==> config.mk <==
export PLATFORM = sky130hd
export DESIGN_NAME = nop_stage
export DESIGN_NICKNAME = d
export VERILOG_FILES = /design/src/hw/nop_pkg.sv /design/src/hw/nop_stage.sv /design/src/hw/nop_div.sv
export SDC_FILE = /design/constraint.sdc
export NUM_CORES = 2
export LEC_CHECK = 0
export ABC_CLOCK_PERIOD_IN_PS = 17900
export BUFFER_PORTS_ARGS = -buffer_cell sky130_fd_sc_hd__buf_2
export CAP_MARGIN = 25
export CORE_MARGIN = 4
export CORE_UTILIZATION = 60
export DETAILED_ROUTE_END_ITERATION = 10
export GPL_ROUTABILITY_DRIVEN = 0
export HOLD_SLACK_MARGIN = 0.03
export PLACE_DENSITY = 0.85
export SYNTH_ARGS = -nofsm -noshare
export SYNTH_HDL_FRONTEND = slang
export SYNTH_SLANG_ARGS = --single-unit
export TNS_END_PERCENT = 30
==> constraint.sdc <==
create_clock -name CLOCK -period 17.9 [get_ports CLOCK]
set_clock_uncertainty 0.1 [all_clocks]
set_input_delay 1.79 -clock CLOCK [delete_from_list [all_inputs] [get_ports CLOCK]]
set_output_delay 1.79 -clock CLOCK [all_outputs]
set_load 0.05 [all_outputs]
==> src/hw/nop_pkg.sv <==
// shared constants and types of the residual overvoltage pick-up stage
package nop_pkg;

   // register byte offsets
   localparam logic [6:0] NOP_CTRL_OFS   = 7'h00;
   localparam logic [6:0] NOP_CFG_OFS    = 7'h04;
   localparam logic [6:0] NOP_TH0_OFS    = 7'h08;
   localparam logic [6:0] NOP_TH1_OFS    = 7'h0c;
   localparam logic [6:0] NOP_GRP_OFS    = 7'h10;
   localparam logic [6:0] NOP_DT_OFS     = 7'h14;
   localparam logic [6:0] NOP_K_OFS      = 7'h18;
   localparam logic [6:0] NOP_UNP_OFS    = 7'h1c;
   localparam logic [6:0] NOP_UNR_OFS    = 7'h20;
   localparam logic [6:0] NOP_ISTAT_OFS  = 7'h24;
   localparam logic [6:0] NOP_IMASK_OFS  = 7'h28;
   localparam logic [6:0] NOP_NOW_OFS    = 7'h2c;
   localparam logic [6:0] NOP_RATIO_OFS  = 7'h30;
   localparam logic [6:0] NOP_EXP_OFS    = 7'h34;
   localparam logic [6:0] NOP_REM_OFS    = 7'h38;
   localparam logic [6:0] NOP_PRIM_OFS   = 7'h3c;
   localparam logic [6:0] NOP_STATE_OFS  = 7'h40;

   // control and config register fields
   localparam int NOP_CTRL_SRC_LSB   = 0;
   localparam int NOP_CTRL_FRC_LSB   = 2;
   localparam int NOP_CTRL_FEN_BIT   = 4;
   localparam int NOP_CTRL_INVERSE_TIME_MODE_BIT  = 5;
   localparam int NOP_CFG_LN_BIT     = 0;
   localparam int NOP_CFG_CH3_BIT    = 1;
   localparam int NOP_CFG_CH4_BIT    = 2;

   // interrupt status bits
   localparam int NOP_IRQ_START = 0;
   localparam int NOP_IRQ_TRIP  = 1;
   localparam int NOP_IRQ_BLOCK = 2;
   localparam int NOP_IRQ_NORES = 3;

   // reset values and ranges, threshold in 0.01 % of nominal
   localparam logic [5:0]  NOP_CTRL_RST = 6'h00;
   localparam logic [2:0]  NOP_CFG_RST  = 3'h1;
   localparam logic [13:0] NOP_TH_RST   = 14'd2000;
   localparam logic [13:0] NOP_TH_MIN   = 14'd100;
   localparam logic [13:0] NOP_TH_MAX   = 14'd9900;
   localparam logic [12:0] NOP_K_RST    = 13'd5;
   localparam logic [19:0] NOP_UN_RST   = 20'd20000;
   localparam int          NOP_HYST_PCT = 97;
   localparam int          NOP_RATIO_MAX = 125000;
   localparam int          NOP_PRIM_DIV  = 1000;

   // timing: one tick is one measurement update
   localparam int NOP_TICK_US   = 5000;
   localparam int NOP_MAX_S     = 1800;
   localparam int NOP_DT_RST_MS = 40;
   localparam int NOP_MAX_TICKS = NOP_MAX_S * 1000000 / NOP_TICK_US;
   localparam int NOP_DT_RST    = NOP_DT_RST_MS * 1000 / NOP_TICK_US;
   localparam int NOP_K_TICKS   = 10000 / NOP_TICK_US;

   typedef enum logic [1:0] {SRC_NONE, SRC_CALC, SRC_U3, SRC_U4} nop_src_t;
   typedef enum logic [1:0] {FRC_NORMAL, FRC_START, FRC_TRIP, FRC_BLOCKED} nop_force_t;
   typedef enum logic [1:0] {DS_IDLE, DS_RATIO, DS_TIME, DS_PRIM} nop_dseq_t;

endpackage

==> src/hw/nop_stage.sv <==
// residual overvoltage pick-up stage with avalon register slave
//
// What this block does
// - calculated residual is third of phase sum
// - takes five magnitudes every 5 ms update
// - source setting: none, calculated, third, fourth
// - third/fourth input only in residual mode
// - force status applies only with forcing enable
// - pick-up when magnitude exceeds threshold
// - release below 97 percent of threshold
// - threshold 1.00 to 99.00 percent, default 20
// - residual scaled so full fault is 100 percent
// - no source: calculated, else third, else fourth, else report none available
// - ratio indication 0.00 to 1250.00
// - remaining time to trip in 5 ms ticks
// - expected time tracks voltage in inverse mode
// - source and force settings ignore setting group
// - threshold per group, switch applies immediately
// - primary pick-up voltage in 0.1 V steps
// - blocking at pick-up gives blocked, not start
// - fixed delay trips after delay, zero at start
//
// Our own choices: register access over Avalon-MM and the placing of the registers.
`timescale 1ns/1ns
`default_nettype none
module nop_stage
   import nop_pkg::*;
#(
   parameter int MAG_W = 16,
   parameter int DIV_W = 40
)(
   // clock and reset
   input  wire logic             CLOCK,
   input  wire logic             SRST,
   // avalon-mm slave
   input  wire logic [6:0]       AVS_ADDRESS,
   input  wire logic             AVS_READ,
   input  wire logic             AVS_WRITE,
   input  wire logic [31:0]      AVS_WRITEDATA,
   input  wire logic [3:0]       AVS_BYTEENABLE,
   output logic [31:0]           AVS_READDATA,
   output logic                  AVS_WAITREQUEST,
   // measurement front end
   input  wire logic             MEAS_VALID,
   input  wire logic [MAG_W-1:0] RES3_MAG,
   input  wire logic [MAG_W-1:0] RES4_MAG,
   input  wire logic [MAG_W-1:0] PH1_MAG,
   input  wire logic [MAG_W-1:0] PH2_MAG,
   input  wire logic [MAG_W-1:0] PH3_MAG,
   input  wire logic             BLOCK_IN,
   // stage outputs
   output logic                  START,
   output logic                  TRIP,
   output logic                  BLOCKED,
   output logic                  NO_RESIDUAL,
   output logic                  IRQ
);
   localparam logic [18:0] MAX_T = 19'(NOP_MAX_TICKS);

   function automatic logic [31:0] be_merge(input logic [31:0] old, input logic [31:0] wd,
                                            input logic [3:0] be);
      logic [31:0] r;
      r = old;
      for (int i = 0; i < 4; i++) begin
         if (be[i]) begin
            r[8*i +: 8] = wd[8*i +: 8];
         end
      end
      return r;
   endfunction

   function automatic logic [13:0] clamp_th(input logic [31:0] v);
      if (v < 32'(NOP_TH_MIN)) begin
         return NOP_TH_MIN;
      end else if (v > 32'(NOP_TH_MAX)) begin
         return NOP_TH_MAX;
      end
      return v[13:0];
   endfunction

   // settings and bus state
   logic [5:0]  ctrl_q, ctrl_d;
   logic [2:0]  cfg_q, cfg_d;
   logic [13:0] th0_q, th0_d, th1_q, th1_d;
   logic        grp_q, grp_d;
   logic [18:0] dt_q, dt_d;
   logic [12:0] k_q, k_d;
   logic [19:0] unp_q, unp_d, unr_q, unr_d;
   logic [3:0]  mask_q, mask_d, stat_q, stat_d, ev;
   logic        wait_q, wait_d;
   logic [31:0] rdata_q, rdata_d, rb;
   // measurement and stage state
   logic [MAG_W-1:0] r3_q, r3_d, r4_q, r4_d, p1_q, p1_d, p2_q, p2_d, p3_q, p3_d;
   logic             eval_q, eval_d;
   logic             pick_q, pick_d, start_q, start_d, trip_q, trip_d, blk_q, blk_d;
   logic [18:0]      cnt_q, cnt_d;
   logic             so_q, so_d, to_q, to_d, bo_q, bo_d, nores_q, nores_d, irq_q, irq_d;
   logic [19:0]      rem_q, rem_d;
   // indications
   nop_dseq_t        ds_q, ds_d;
   logic             go_q, go_d;
   logic [16:0]      ratio_q, ratio_d;
   logic [18:0]      inverse_time_mode_q, inverse_time_mode_d;
   logic [23:0]      prim_q, prim_d;
   // combinational helpers
   nop_src_t         sel, now;
   nop_force_t       frc;
   logic [13:0]      th;
   logic [MAG_W+1:0] sum;
   logic [MAG_W-1:0] calc, meas;
   logic [18:0]      op_t;
   logic             pk_n, acc, dv_done;
   logic [DIV_W-1:0] dv_num, dv_den, dv_q;

   assign sel = nop_src_t'(ctrl_q[NOP_CTRL_SRC_LSB +: 2]);
   assign frc = nop_force_t'(ctrl_q[NOP_CTRL_FRC_LSB +: 2]);
   assign th  = grp_q ? th1_q : th0_q;
   assign sum = (MAG_W+2)'(p1_q) + (MAG_W+2)'(p2_q) + (MAG_W+2)'(p3_q);
   // phases arrive in 0.01 % of phase-to-neutral nominal, so the third of
   // their sum already reads in 0.01 % of phase-to-neutral nominal
   assign calc = MAG_W'(sum / 3);

   // active channel
   always_comb begin
      now = SRC_NONE;
      unique case (sel)
         SRC_NONE: begin
            if (cfg_q[NOP_CFG_LN_BIT]) begin
               now = SRC_CALC;
            end else if (cfg_q[NOP_CFG_CH3_BIT]) begin
               now = SRC_U3;
            end else if (cfg_q[NOP_CFG_CH4_BIT]) begin
               now = SRC_U4;
            end
         end
         SRC_CALC: now = cfg_q[NOP_CFG_LN_BIT] ? SRC_CALC : SRC_NONE;
         SRC_U3:   now = cfg_q[NOP_CFG_CH3_BIT] ? SRC_U3 : SRC_NONE;
         SRC_U4:   now = cfg_q[NOP_CFG_CH4_BIT] ? SRC_U4 : SRC_NONE;
      endcase
      unique case (now)
         SRC_CALC: meas = calc;
         SRC_U3:   meas = r3_q;
         SRC_U4:   meas = r4_q;
         default:  meas = '0;
      endcase
   end

   // inverse mode uses the last computed figure, one update old at most
   assign op_t = ctrl_q[NOP_CTRL_INVERSE_TIME_MODE_BIT] ? inverse_time_mode_q : dt_q;
   assign acc  = (AVS_READ | AVS_WRITE) & ~wait_q;

   // readback mux
   always_comb begin
      rb = '0;
      unique case (AVS_ADDRESS & 7'h7c)
         NOP_CTRL_OFS:  rb = 32'(ctrl_q);
         NOP_CFG_OFS:   rb = 32'(cfg_q);
         NOP_TH0_OFS:   rb = 32'(th0_q);
         NOP_TH1_OFS:   rb = 32'(th1_q);
         NOP_GRP_OFS:   rb = 32'(grp_q);
         NOP_DT_OFS:    rb = 32'(dt_q);
         NOP_K_OFS:     rb = 32'(k_q);
         NOP_UNP_OFS:   rb = 32'(unp_q);
         NOP_UNR_OFS:   rb = 32'(unr_q);
         NOP_ISTAT_OFS: rb = 32'(stat_q);
         NOP_IMASK_OFS: rb = 32'(mask_q);
         NOP_NOW_OFS:   rb = 32'(now);
         NOP_RATIO_OFS: rb = 32'(ratio_q);
         NOP_EXP_OFS:   rb = 32'(op_t);
         NOP_REM_OFS:   rb = {{12{rem_q[19]}}, rem_q};
         NOP_PRIM_OFS:  rb = 32'(prim_q);
         NOP_STATE_OFS: rb = {28'h0, pick_q, bo_q, to_q, so_q};
         default:       rb = '0;
      endcase
   end

   // bus and settings: answer one cycle after the request
   always_comb begin
      logic [31:0] wd;
      wd      = be_merge(rb, AVS_WRITEDATA, AVS_BYTEENABLE);
      wait_d  = ~((AVS_READ | AVS_WRITE) & wait_q);
      rdata_d = (AVS_READ & wait_q) ? rb : rdata_q;
      ctrl_d  = ctrl_q;
      cfg_d   = cfg_q;
      th0_d   = th0_q;
      th1_d   = th1_q;
      grp_d   = grp_q;
      dt_d    = dt_q;
      k_d     = k_q;
      unp_d   = unp_q;
      unr_d   = unr_q;
      mask_d  = mask_q;
      stat_d  = stat_q;
      if (acc & AVS_WRITE) begin
         unique case (AVS_ADDRESS & 7'h7c)
            NOP_CTRL_OFS:  ctrl_d = wd[5:0];
            NOP_CFG_OFS:   cfg_d  = wd[2:0];
            NOP_TH0_OFS:   th0_d  = clamp_th(wd);
            NOP_TH1_OFS:   th1_d  = clamp_th(wd);
            NOP_GRP_OFS:   grp_d  = wd[0];
            NOP_DT_OFS:    dt_d   = (wd[18:0] > MAX_T) ? MAX_T : wd[18:0];
            NOP_K_OFS:     k_d    = wd[12:0];
            NOP_UNP_OFS:   unp_d  = wd[19:0];
            NOP_UNR_OFS:   unr_d  = wd[19:0];
            NOP_ISTAT_OFS: stat_d = stat_q & ~wd[3:0];
            NOP_IMASK_OFS: mask_d = wd[3:0];
            default:       ;
         endcase
      end
      // a new event wins over a clear in the same cycle
      stat_d = stat_d | ev;
      irq_d  = |(stat_d & mask_d);
   end

   // stage evaluation, once per measurement update
   always_comb begin
      r3_d    = MEAS_VALID ? RES3_MAG : r3_q;
      r4_d    = MEAS_VALID ? RES4_MAG : r4_q;
      p1_d    = MEAS_VALID ? PH1_MAG : p1_q;
      p2_d    = MEAS_VALID ? PH2_MAG : p2_q;
      p3_d    = MEAS_VALID ? PH3_MAG : p3_q;
      eval_d  = MEAS_VALID;
      pk_n    = pick_q;
      pick_d  = pick_q;
      start_d = start_q;
      trip_d  = trip_q;
      blk_d   = blk_q;
      cnt_d   = cnt_q;
      rem_d   = rem_q;
      nores_d = (now == SRC_NONE);
      if (eval_q) begin
         if (now == SRC_NONE) begin
            pk_n = 1'b0;
         end else if (!pick_q && 32'(meas) > 32'(th)) begin
            pk_n = 1'b1;
         end else if (pick_q && 32'(meas) * 100 < 32'(th) * NOP_HYST_PCT) begin
            pk_n = 1'b0;
         end
         pick_d = pk_n;
         if (!pk_n) begin
            start_d = 1'b0;
            trip_d  = 1'b0;
            blk_d   = 1'b0;
            cnt_d   = '0;
         end else if (!pick_q) begin
            blk_d   = BLOCK_IN;
            start_d = ~BLOCK_IN;
            trip_d  = ~BLOCK_IN & (op_t == '0);
            cnt_d   = '0;
         end else if (start_q && BLOCK_IN) begin
            start_d = 1'b0;
            trip_d  = 1'b0;
            cnt_d   = '0;
         end else if (start_q) begin
            if (cnt_q < MAX_T) begin
               cnt_d = cnt_q + 19'd1;
            end
            trip_d = trip_q | (cnt_d >= op_t);
         end
         rem_d = start_d ? 20'(op_t) - 20'(cnt_d) : '0;
      end
      so_d = start_d;
      to_d = trip_d;
      bo_d = blk_d;
      if (ctrl_q[NOP_CTRL_FEN_BIT]) begin
         unique case (frc)
            FRC_NORMAL:  ;
            FRC_START: begin
               so_d = 1'b1;
               to_d = 1'b0;
               bo_d = 1'b0;
            end
            FRC_TRIP: begin
               so_d = 1'b1;
               to_d = 1'b1;
               bo_d = 1'b0;
            end
            FRC_BLOCKED: begin
               so_d = 1'b0;
               to_d = 1'b0;
               bo_d = 1'b1;
            end
         endcase
      end
      ev = '0;
      ev[NOP_IRQ_START] = so_d & ~so_q;
      ev[NOP_IRQ_TRIP]  = to_d & ~to_q;
      ev[NOP_IRQ_BLOCK] = bo_d & ~bo_q;
      ev[NOP_IRQ_NORES] = nores_d & ~nores_q;
   end

   // indication arithmetic, one division after another on each update
   always_comb begin
      ds_d    = ds_q;
      go_d    = 1'b0;
      ratio_d = ratio_q;
      inverse_time_mode_d  = inverse_time_mode_q;
      prim_d  = prim_q;
      dv_num  = '0;
      dv_den  = '0;
      unique case (ds_q)
         DS_IDLE: begin
            if (eval_q) begin
               ds_d = DS_RATIO;
               go_d = 1'b1;
            end
         end
         DS_RATIO: begin
            dv_num = DIV_W'(meas) * DIV_W'(100);
            dv_den = DIV_W'(th);
            if (dv_done) begin
               ratio_d = (dv_q > DIV_W'(NOP_RATIO_MAX)) ? 17'(NOP_RATIO_MAX) : dv_q[16:0];
               ds_d    = DS_TIME;
               go_d    = 1'b1;
            end
         end
         DS_TIME: begin
            // at or under threshold the divisor is zero and saturates
            dv_num = DIV_W'(k_q) * DIV_W'(th) * DIV_W'(NOP_K_TICKS);
            dv_den = (meas > 16'(th)) ? DIV_W'(meas) - DIV_W'(th) : '0;
            if (dv_done) begin
               inverse_time_mode_d = (dv_q > DIV_W'(MAX_T)) ? MAX_T : dv_q[18:0];
               ds_d   = DS_PRIM;
               go_d   = 1'b1;
            end
         end
         DS_PRIM: begin
            dv_num = DIV_W'(th) * DIV_W'((now == SRC_CALC) ? unp_q : unr_q);
            dv_den = DIV_W'(NOP_PRIM_DIV);
            if (dv_done) begin
               prim_d = (now == SRC_NONE) ? '0 : dv_q[23:0];
               ds_d   = DS_IDLE;
            end
         end
      endcase
   end

   nop_div #(
      .W    (DIV_W)
   ) u_div (
      .clk  (CLOCK),
      .rst  (SRST),
      .go   (go_q),
      .num  (dv_num),
      .den  (dv_den),
      .done (dv_done),
      .quot (dv_q)
   );

   always_ff @(posedge CLOCK) begin
      if (SRST) begin
         ctrl_q  <= NOP_CTRL_RST;
         cfg_q   <= NOP_CFG_RST;
         th0_q   <= NOP_TH_RST;
         th1_q   <= NOP_TH_RST;
         grp_q   <= 1'b0;
         dt_q    <= 19'(NOP_DT_RST);
         k_q     <= NOP_K_RST;
         unp_q   <= NOP_UN_RST;
         unr_q   <= NOP_UN_RST;
         mask_q  <= '0;
         stat_q  <= '0;
         wait_q  <= 1'b1;
         rdata_q <= '0;
         irq_q   <= 1'b0;
         r3_q    <= '0;
         r4_q    <= '0;
         p1_q    <= '0;
         p2_q    <= '0;
         p3_q    <= '0;
         eval_q  <= 1'b0;
         pick_q  <= 1'b0;
         start_q <= 1'b0;
         trip_q  <= 1'b0;
         blk_q   <= 1'b0;
         cnt_q   <= '0;
         rem_q   <= '0;
         so_q    <= 1'b0;
         to_q    <= 1'b0;
         bo_q    <= 1'b0;
         nores_q <= 1'b0;
         ds_q    <= DS_IDLE;
         go_q    <= 1'b0;
         ratio_q <= '0;
         inverse_time_mode_q  <= MAX_T;
         prim_q  <= '0;
      end else begin
         ctrl_q  <= ctrl_d;
         cfg_q   <= cfg_d;
         th0_q   <= th0_d;
         th1_q   <= th1_d;
         grp_q   <= grp_d;
         dt_q    <= dt_d;
         k_q     <= k_d;
         unp_q   <= unp_d;
         unr_q   <= unr_d;
         mask_q  <= mask_d;
         stat_q  <= stat_d;
         wait_q  <= wait_d;
         rdata_q <= rdata_d;
         irq_q   <= irq_d;
         r3_q    <= r3_d;
         r4_q    <= r4_d;
         p1_q    <= p1_d;
         p2_q    <= p2_d;
         p3_q    <= p3_d;
         eval_q  <= eval_d;
         pick_q  <= pick_d;
         start_q <= start_d;
         trip_q  <= trip_d;
         blk_q   <= blk_d;
         cnt_q   <= cnt_d;
         rem_q   <= rem_d;
         so_q    <= so_d;
         to_q    <= to_d;
         bo_q    <= bo_d;
         nores_q <= nores_d;
         ds_q    <= ds_d;
         go_q    <= go_d;
         ratio_q <= ratio_d;
         inverse_time_mode_q  <= inverse_time_mode_d;
         prim_q  <= prim_d;
      end
   end

   assign AVS_READDATA    = rdata_q;
   assign AVS_WAITREQUEST = wait_q;
   assign START           = so_q;
   assign TRIP            = to_q;
   assign BLOCKED         = bo_q;
   assign NO_RESIDUAL     = nores_q;
   assign IRQ             = irq_q;
endmodule
`default_nettype wire

==> src/hw/nop_div.sv <==
// bit-serial restoring divider shared by the indication arithmetic
`timescale 1ns/1ns
`default_nettype none
module nop_div #(
   parameter int W = 40
)(
   // clock and reset
   input  wire logic         clk,
   input  wire logic         rst,
   // request
   input  wire logic         go,
   input  wire logic [W-1:0] num,
   input  wire logic [W-1:0] den,
   // answer
   output logic              done,
   output logic [W-1:0]      quot
);
   localparam int CW = $clog2(W + 1);

   logic [W-1:0]  rem_q, rem_d, quo_q, quo_d, den_q, den_d;
   logic [CW-1:0] cnt_q, cnt_d;
   logic          busy_q, busy_d, done_q, done_d;
   logic [W:0]    sh;

   // zero divisor yields all ones, read as saturation by the caller
   always_comb begin
      sh     = {rem_q, quo_q[W-1]};
      rem_d  = rem_q;
      quo_d  = quo_q;
      den_d  = den_q;
      cnt_d  = cnt_q;
      busy_d = busy_q;
      done_d = 1'b0;
      if (go) begin
         rem_d  = '0;
         quo_d  = num;
         den_d  = den;
         cnt_d  = CW'(W);
         busy_d = 1'b1;
      end else if (busy_q) begin
         if (sh >= {1'b0, den_q}) begin
            rem_d = W'(sh - {1'b0, den_q});
            quo_d = {quo_q[W-2:0], 1'b1};
         end else begin
            rem_d = sh[W-1:0];
            quo_d = {quo_q[W-2:0], 1'b0};
         end
         cnt_d = cnt_q - 1'b1;
         if (cnt_q == CW'(1)) begin
            busy_d = 1'b0;
            done_d = 1'b1;
         end
      end
   end

   always_ff @(posedge clk) begin
      if (rst) begin
         rem_q  <= '0;
         quo_q  <= '0;
         den_q  <= '0;
         cnt_q  <= '0;
         busy_q <= 1'b0;
         done_q <= 1'b0;
      end else begin
         rem_q  <= rem_d;
         quo_q  <= quo_d;
         den_q  <= den_d;
         cnt_q  <= cnt_d;
         busy_q <= busy_d;
         done_q <= done_d;
      end
   end

   assign done = done_q;
   assign quot = quo_q;
endmodule
`default_nettype wire

## After elaboration in Yosys (flattened, before gate mapping)

Cells that the tools add are included.

| word-level totals | value |
|---|---|
| input port bits | 129 |
| word-level logic and storage cells | 240 |
| register bits | 471 |
| output and inout bits | 38 |

| operators by class | value |
|---|---|
| eq/ne operators | 33 |
| divide/modulo/power cells | 1 |
| add/subtract/negate cells | 7 |
| order comparisons | 11 |
| bitwise gates (word level) | 23 |
| mux-type cells | 89 |
| reduce and logical (&&, ||, !) cells | 29 |
| multiply operators | 5 |

Operators by type and width:

| operator | count |
|---|---|
| case mux 32 bit (17 select lines) | 1 |
| 2-to-1 mux 19 bit | 14 |
| 2-to-1 mux 40 bit | 4 |
| case mux 40 bit (3 select lines) | 1 |
| case mux 34 bit (3 select lines) | 1 |
| 2-to-1 mux 14 bit | 5 |
| case mux 16 bit (3 select lines) | 1 |
| multiplier 16 x 5 -> 21 bit, second input constant | 2 |
| >= comparator 41 x 40 -> 1 bit | 1 |
| == test 5 x 4 -> 1 bit, second input constant | 8 |
| > comparator 40 x 17 -> 1 bit, second input constant | 1 |
| > comparator 40 x 19 -> 1 bit, second input constant | 1 |
| 2-to-1 mux 20 bit | 2 |
| subtractor 40 bit | 1 |
| multiplier 14 x 20 -> 34 bit | 1 |
| 2-to-1 mux 1 bit | 34 |
| divider 18 x 2 -> 32 bit, second input constant | 1 |
| > comparator 16 x 14 -> 1 bit | 2 |
| > comparator 32 x 14 -> 1 bit, second input constant | 1 |
| < comparator 32 x 7 -> 1 bit, second input constant | 1 |
| 2-to-1 mux 8 bit | 4 |
| multiplier 13 x 14 -> 27 bit | 1 |
| 2-to-1 mux 24 bit | 1 |
| AND reduction 2 bit | 12 |
| 42 further kinds | 97 |

## Longest topological paths before layout

| logic depth | value |
|---|---|
| depth after elaboration | 28 |
| depth in mapped cells | 82 |
| depth with buffers taken out | 78 |

## Hierarchy

Synthesis repeated with hierarchy kept, for this count alone.

| second synthesis, totals | value |
|---|---|
| cell total of the unflattened synthesis | 5656 |
| area total of the unflattened synthesis | 45830.2 um^2 |

By module, submodules not included:

| module | area each (um^2) | cells each | instances | seq. area each (um^2) |
|---|---|---|---|---|
| nop_stage | 38051.5 | 4708 | 1 | 6726.5 |
| nop_div | 7778.7 | 948 | 1 | 2562.5 |

## Least setup slack after synthesis

OpenSTA, ideal clock, no wires.

| path | value |
|---|---|
| path kind | register to register |
| start point | reg p1_q[1] |
| end point | reg rem_q[18] |
| setup time | 128 ps |
| path buffers | 3 |
| period minus slack after synthesis | 14950 ps |
| data required time | 17672 ps |
| setup slack | 2950 ps |
| cell stages (with the launch flop) | 79 |
| arrival | 14722 ps |
| cell sequence | dfxtp_1 -> inv_1 -> fa_1 -> inv_1 -> ha_1 -> inv_1 -> fa_1 -> nor2b_1 -> o31a_1 -> o21ai_1 -> a21oi_1 -> xor2_1 -> xnor2_1 -> mux2i_1 -> a211oi_2 -> o22ai_4 -> a221o_1 -> a31oi_2 -> (+43 left out) -> o21ai_0 -> a21boi_0 -> o21ai_0 -> a21boi_0 -> o21ai_0 -> nand2b_1 -> and2_1 -> o21ai_0 -> nand2b_1 -> a21o_1 -> a21o_1 -> a21o_1 -> a21o_1 -> a21o_1 -> a21oi_1 -> xnor2_1 -> a22oi_1 -> nor2_1 |

| between the ends | value |
|---|---|
| cells in the longest elaborated chain, start to end | 15 |
| elaborated cells between the ends (all ways) | 19 |
| those cells by class | add/sub: 3; mul: 1; div: 1; order compare: 2; mux: 10; reduce/logical: 2 |

RTL lines:

| item | line | text |
|---|---|---|
| from (decl) | nop_stage.sv:93 | `logic [MAG_W-1:0] r3_q, r3_d, r4_q, r4_d, p1_q, p1_d, p2_q, p2_d, p3_q, p3_d;` |
| from (signal assigned) | nop_stage.sv:404 | `p1_q <= p1_d;` |
| adder 16 x 16 -> 17 bit (*) | nop_stage.sv:118 | `assign sum = (MAG_W+2)'(p1_q) + (MAG_W+2)'(p2_q) + (MAG_W+2)'(p3_q);` |
| adder 17 x 16 -> 18 bit (*) | nop_stage.sv:118 |  |
| divider 18 x 2 -> 32 bit (*) | nop_stage.sv:121 | `assign calc = MAG_W'(sum / 3);` |
| case mux 16 bit (3 select lines) (*) | nop_stage.sv:140 | `unique case (now)` |
| multiplier 16 x 5 -> 21 bit | nop_stage.sv:236 | `end else if (pick_q && 32'(meas) * 100 < 32'(th) * NOP_HYST_PCT) begin` |
| < comparator 23 x 21 -> 1 bit | nop_stage.sv:236 |  |
| logical AND 1 bit | nop_stage.sv:236 |  |
| 2-to-1 mux 1 bit | nop_stage.sv:236 |  |
| 2-to-1 mux 1 bit (*) | nop_stage.sv:234 | `end else if (!pick_q && 32'(meas) > 32'(th)) begin` |
| 2-to-1 mux 1 bit (*) | nop_stage.sv:232 | `if (now == SRC_NONE) begin` |
| 2-to-1 mux 1 bit (*) | nop_stage.sv:231 | `if (eval_q) begin` |
| 2-to-1 mux 19 bit | nop_stage.sv:240 | `if (!pk_n) begin` |
| 2-to-1 mux 19 bit | nop_stage.sv:231 |  |
| subtractor 19 x 19 -> 20 bit | nop_stage.sv:260 | `rem_d = start_d ? 20'(op_t) - 20'(cnt_d) : '0;` |
| 2-to-1 mux 20 bit (*) | nop_stage.sv:260 |  |
| to (signal assigned) | nop_stage.sv:413 | `rem_q <= rem_d;` |
| to (decl) | nop_stage.sv:98 | `logic [19:0] rem_q, rem_d;` |

Mark *: on every way between the ends. The rest lies on a longest branch, timed or not. The select of a mux whose other input is x is not followed.
A chain may end at the register's enable or synchronous reset.

## Final worst setup path

| path | value |
|---|---|
| start point | reg p1_q[1] |
| end point | reg rem_q[19] |

Same word-level chain as after synthesis.

==> metrics.md <==
| Metric | Value |
|---|---|
| Status | complete, no violations |
| Hold Path Class | flop to flop |
| DIE AREA | 77,800 sq um |
| Pwr dens | 134 nW/um^2 |
| Vias in the first global route | 40,600 |
| CTS tree | done |
| Fmax | 0.0600 GHz |
| Synth Area per Inst | 8.16 sq um |
| Post-route ant nets | 0 |
| Num rows | 99 |
| Setup crit end kind | flop |
| Worst-path clk slew | 0.07 ns |
| Slowest CP cell | or4_1 |
| Crit path kind | flop to flop |
| Max Buffers Root-to-Sink | 3 |
| Fin crit share | 0.931 |
| Clock sinks | 441 |
| Gr busiest metal | met2 |
| Final setup fails | 0 |
| Syn Nets | 6,337 |
| Seq cells post-synth | 441 |
| Largest net degree at the start of global routing | 204 |
| FF-to-FF End | rem_q[19]$_SDFFE_PP0P_ |
| First-pass GRT wire length | 216 mm |
| Final wirelength | 137 mm |
| Crit path max fanout | 29 |
| Reg2Reg Setup Slack | 1.23 ns |
| Num CTS Buffers | 45 |
| Via count | 41,000 |
| Drt pass-1 iters | 7 |
| Global Route Usage Sum | 0.345 |
| CP Launch Type | flop |
| DP Area | 45,700 sq um |
| Critical Path Max Stage Delay | 0.62 ns |
| Hold path start | cnt_q[7]$_SDFFE_PP0P_ |
| CTS H-Tree Depth | 2 |
| R2R depth | 73 |
| Post-Layout Cell Count | 6,440 |
| Drt drc | 0 |
| Final Core Density | 0.652 |
| GR Layer Usage met1 | 0.424 |
| Fin nets | 6,378 |
| Initial Utilization | 0.605 |
| Fin. Hold Viols | 0 |
| Final TNS setup | 0 ns |
| Later-pin clock latency in the skew report | 0.62 ns |
| Drt wl/cell | 21.3 um |
| Leakage | 22.7 nW |
| Iter 0 DRT Violations | 5,091 |
| Placed Cells | 6,343 |
| Number of flops mapped to enable cells by yosys | 0 |
| Hold depth | 2 |
| MaxCap Viol Count | 0 |
| Yosys top cell by area | dfxtp_1 |
| Design Area, Final | 47,500 sq um |
| I/O Buffers | 164 |
| Reg-to-reg critical path startpoint | p1_q[1]$_SDFFE_PP0P_ |
| Max IR drop VDD | 0.000343 V |
| Min Tclk post-route | 16.67 ns |
| Share of cells above drive strength 1 | 0.0807 |
| Post-synth top area share | 0.200 |
| Rel. slew slack | 0.179 |
| Synth area leaders | dfxtp_1, fa_1, ha_1, nand2_1, inv_1 |
| Slew at the pin closest to its max-slew limit | 1.20 ns |
| Synthesis Warnings | 0 |
| Area of the mapped netlist | 44,100 sq um |
| Ys async rst share | 0 |
| Unique cell type count in the Yosys netlist | 117 |
| Mapped Cells | 5,402 |
| Boundary Pins | 167 |
| Core area | 72,800 sq um |
| Worst Path Arrival | 17.04 ns |
| Initial antenna violation count | 6 |
| Met3 usage | 0.0885 |
| Total power | 6.36 mW |
| Hold endpoint | cnt_q[7]$_SDFFE_PP0P_ |
| Area Overhead vs Synth | 7.80% |
| Fillers | 5,829 |
| Root Buffer | clkbuf_16 |
| Die X-Extent | 279 um |
| Seq/Total Area, Yosys | 0.200 |
| Grt met2 use | 0.546 |
| Via density | 6.36 |
| Die Height | 279 um |
| Slew Limit Fails | 0 |
| Post-DP HPWL | 102 mm |
| Required @ worst endpoint | 18.27 ns |
| Prevailing post-synth register cell | dfxtp_1 |
| Overflow after GRT | 0 |
==> metal layers <==
layer / vias to the layer above / share of wire
li1: 18300 / -
met1: 19300 / 0.36
met2: 2639 / 0.44
met3: 720 / 0.13
met4: 8 / 0.076
met5: - / 0.00037
==> report_power, final <==
part	switching (mW)	internal (mW)
registers	0.0714	1.03
clock network	0.430	0.631
logic	2.40	1.79
==> critical path, delay by kind of cell, from the launching register on <==
family                   cells  cell delay (ns)
AO/OA/AOI/OAI               41             8.52
XOR/XNOR                     1             0.18
adder cells (fa/ha/maj)     10             3.21
buffers and inverters        5             0.44
flip-flops                   1             0.32
multiplexers                 1             0.32
AND/OR/NAND/NOR             15             3.44
==> synth_stat cells, types with 29 or more instances <==
cell / instances
nand2_1: 681
and2_1: 80
a22oi_1: 100
a211oi_1: 30
a21boi_0: 40
a221oi_1: 29
nand2b_1: 35
xor2_1: 41
nor2b_1: 30
ha_1: 424
nand3_1: 88
clkbuf_1: 213
a21o_1: 60
o21ai_0: 212
fa_1: 382
a21oi_1: 322
o211ai_1: 36
nand4_1: 30
nor3_1: 87
mux2i_1: 214
xnor2_1: 111
inv_1: 621
dfxtp_1: 441
nor2_1: 621
==> cell type report <==
class / count / area [sq um] / share of cell area
clock inverters: 22 / 397 / 0.00835
flip-flops and latches: 441 / 8830 / 0.186
diodes: 3 / 7.51 / 0.000158
clock buffers: 60 / 1260 / 0.0266
multi-input cells: 4071 / 31900 / 0.671
repair buffers: 258 / 1590 / 0.0335
inverters: 626 / 2350 / 0.0495
well taps: 959 / 1200 / 0.0253
==> cell usage in the layout, fill, tap and decap left out, types with 18 or more instances in the layout <==
cell	Yosys	final
o21a_1	28	28
a21oi_1	322	320
dfxtp_1	441	440
buf_2	4	162
nand2b_1	35	35
o211ai_1	36	36
nand3_1	88	88
o22ai_1	27	27
clkbuf_16	0	45
a21o_1	60	60
o21ai_0	212	211
nor2_1	621	617
mux2i_1	214	209
fa_1	382	382
nor4_1	22	21
ha_1	424	424
inv_1	621	621
a31oi_1	18	18
and2_1	80	79
nand4_1	30	30
nor2b_1	30	28
a211oi_1	30	29
buf_4	7	91
a22oi_1	100	100
xor2_1	41	40
xnor2_1	111	111
a221oi_1	29	29
a21boi_0	40	39
nand2_1	681	681
a222oi_1	24	24
nor3_1	87	87
==> registers in the layout, indices dropped and copies added, names as in the netlist, 19 cells and up <==
| signal | count |
|---|---|
| unp_q | 20 |
| AVS_READDATA | 25 |
| cnt_q | 19 |
| u_div.quot | 40 |
| unr_q | 20 |
| dt_q | 19 |
| inverse_time_mode_q | 19 |
| rem_q | 20 |
| prim_q | 24 |
| u_div.rem_q | 40 |
==> per-stage QoR <==
stage / hold WS (ns) / setup WS [ns]
after global routing: 0.383 / -0.0459
after CTS: 0.368 / 0.530
after detailed placement: 0.358 / 0.666
after global placement: 0.341 / 1.20
final: 0.365 / 1.23
after floorplan: 0.338 / 2.95
==> worst max-delay path by stage <==
stage	end	slack (ns)	from
after global routing	rem_q[17]$_SDFFE_PP0P_	-0.05	p1_q[1]$_SDFFE_PP0P_
after detailed placement	rem_q[18]$_SDFFE_PP0P_	0.67	p1_q[1]$_SDFFE_PP0P_
after global placement	rem_q[17]$_SDFFE_PP0P_	1.20	p1_q[1]$_SDFFE_PP0P_
final	rem_q[19]$_SDFFE_PP0P_	1.23	p1_q[1]$_SDFFE_PP0P_
after floorplan	rem_q[18]$_SDFFE_PP0P_	2.95	p1_q[1]$_SDFFE_PP0P_
after CTS	rem_q[17]$_SDFFE_PP0P_	0.53	p1_q[1]$_SDFFE_PP0P_
==> cell families after synthesis <==
logic type,synth area share
AO/OA/AOI/OAI,0.166
XOR/XNOR,0.0310
adder cells (fa/ha/maj),0.294
buffers and inverters,0.0790
flip-flops,0.200
multiplexers,0.0514
AND/OR/NAND/NOR,0.178
==> timing repair <==
action	CTS	global route
gates resized for setup	0	10
hold buffers	0	0
endpoints found under the setup margin	0	7
buffers inserted	0	8
Power figures use the tool's default switching activity.
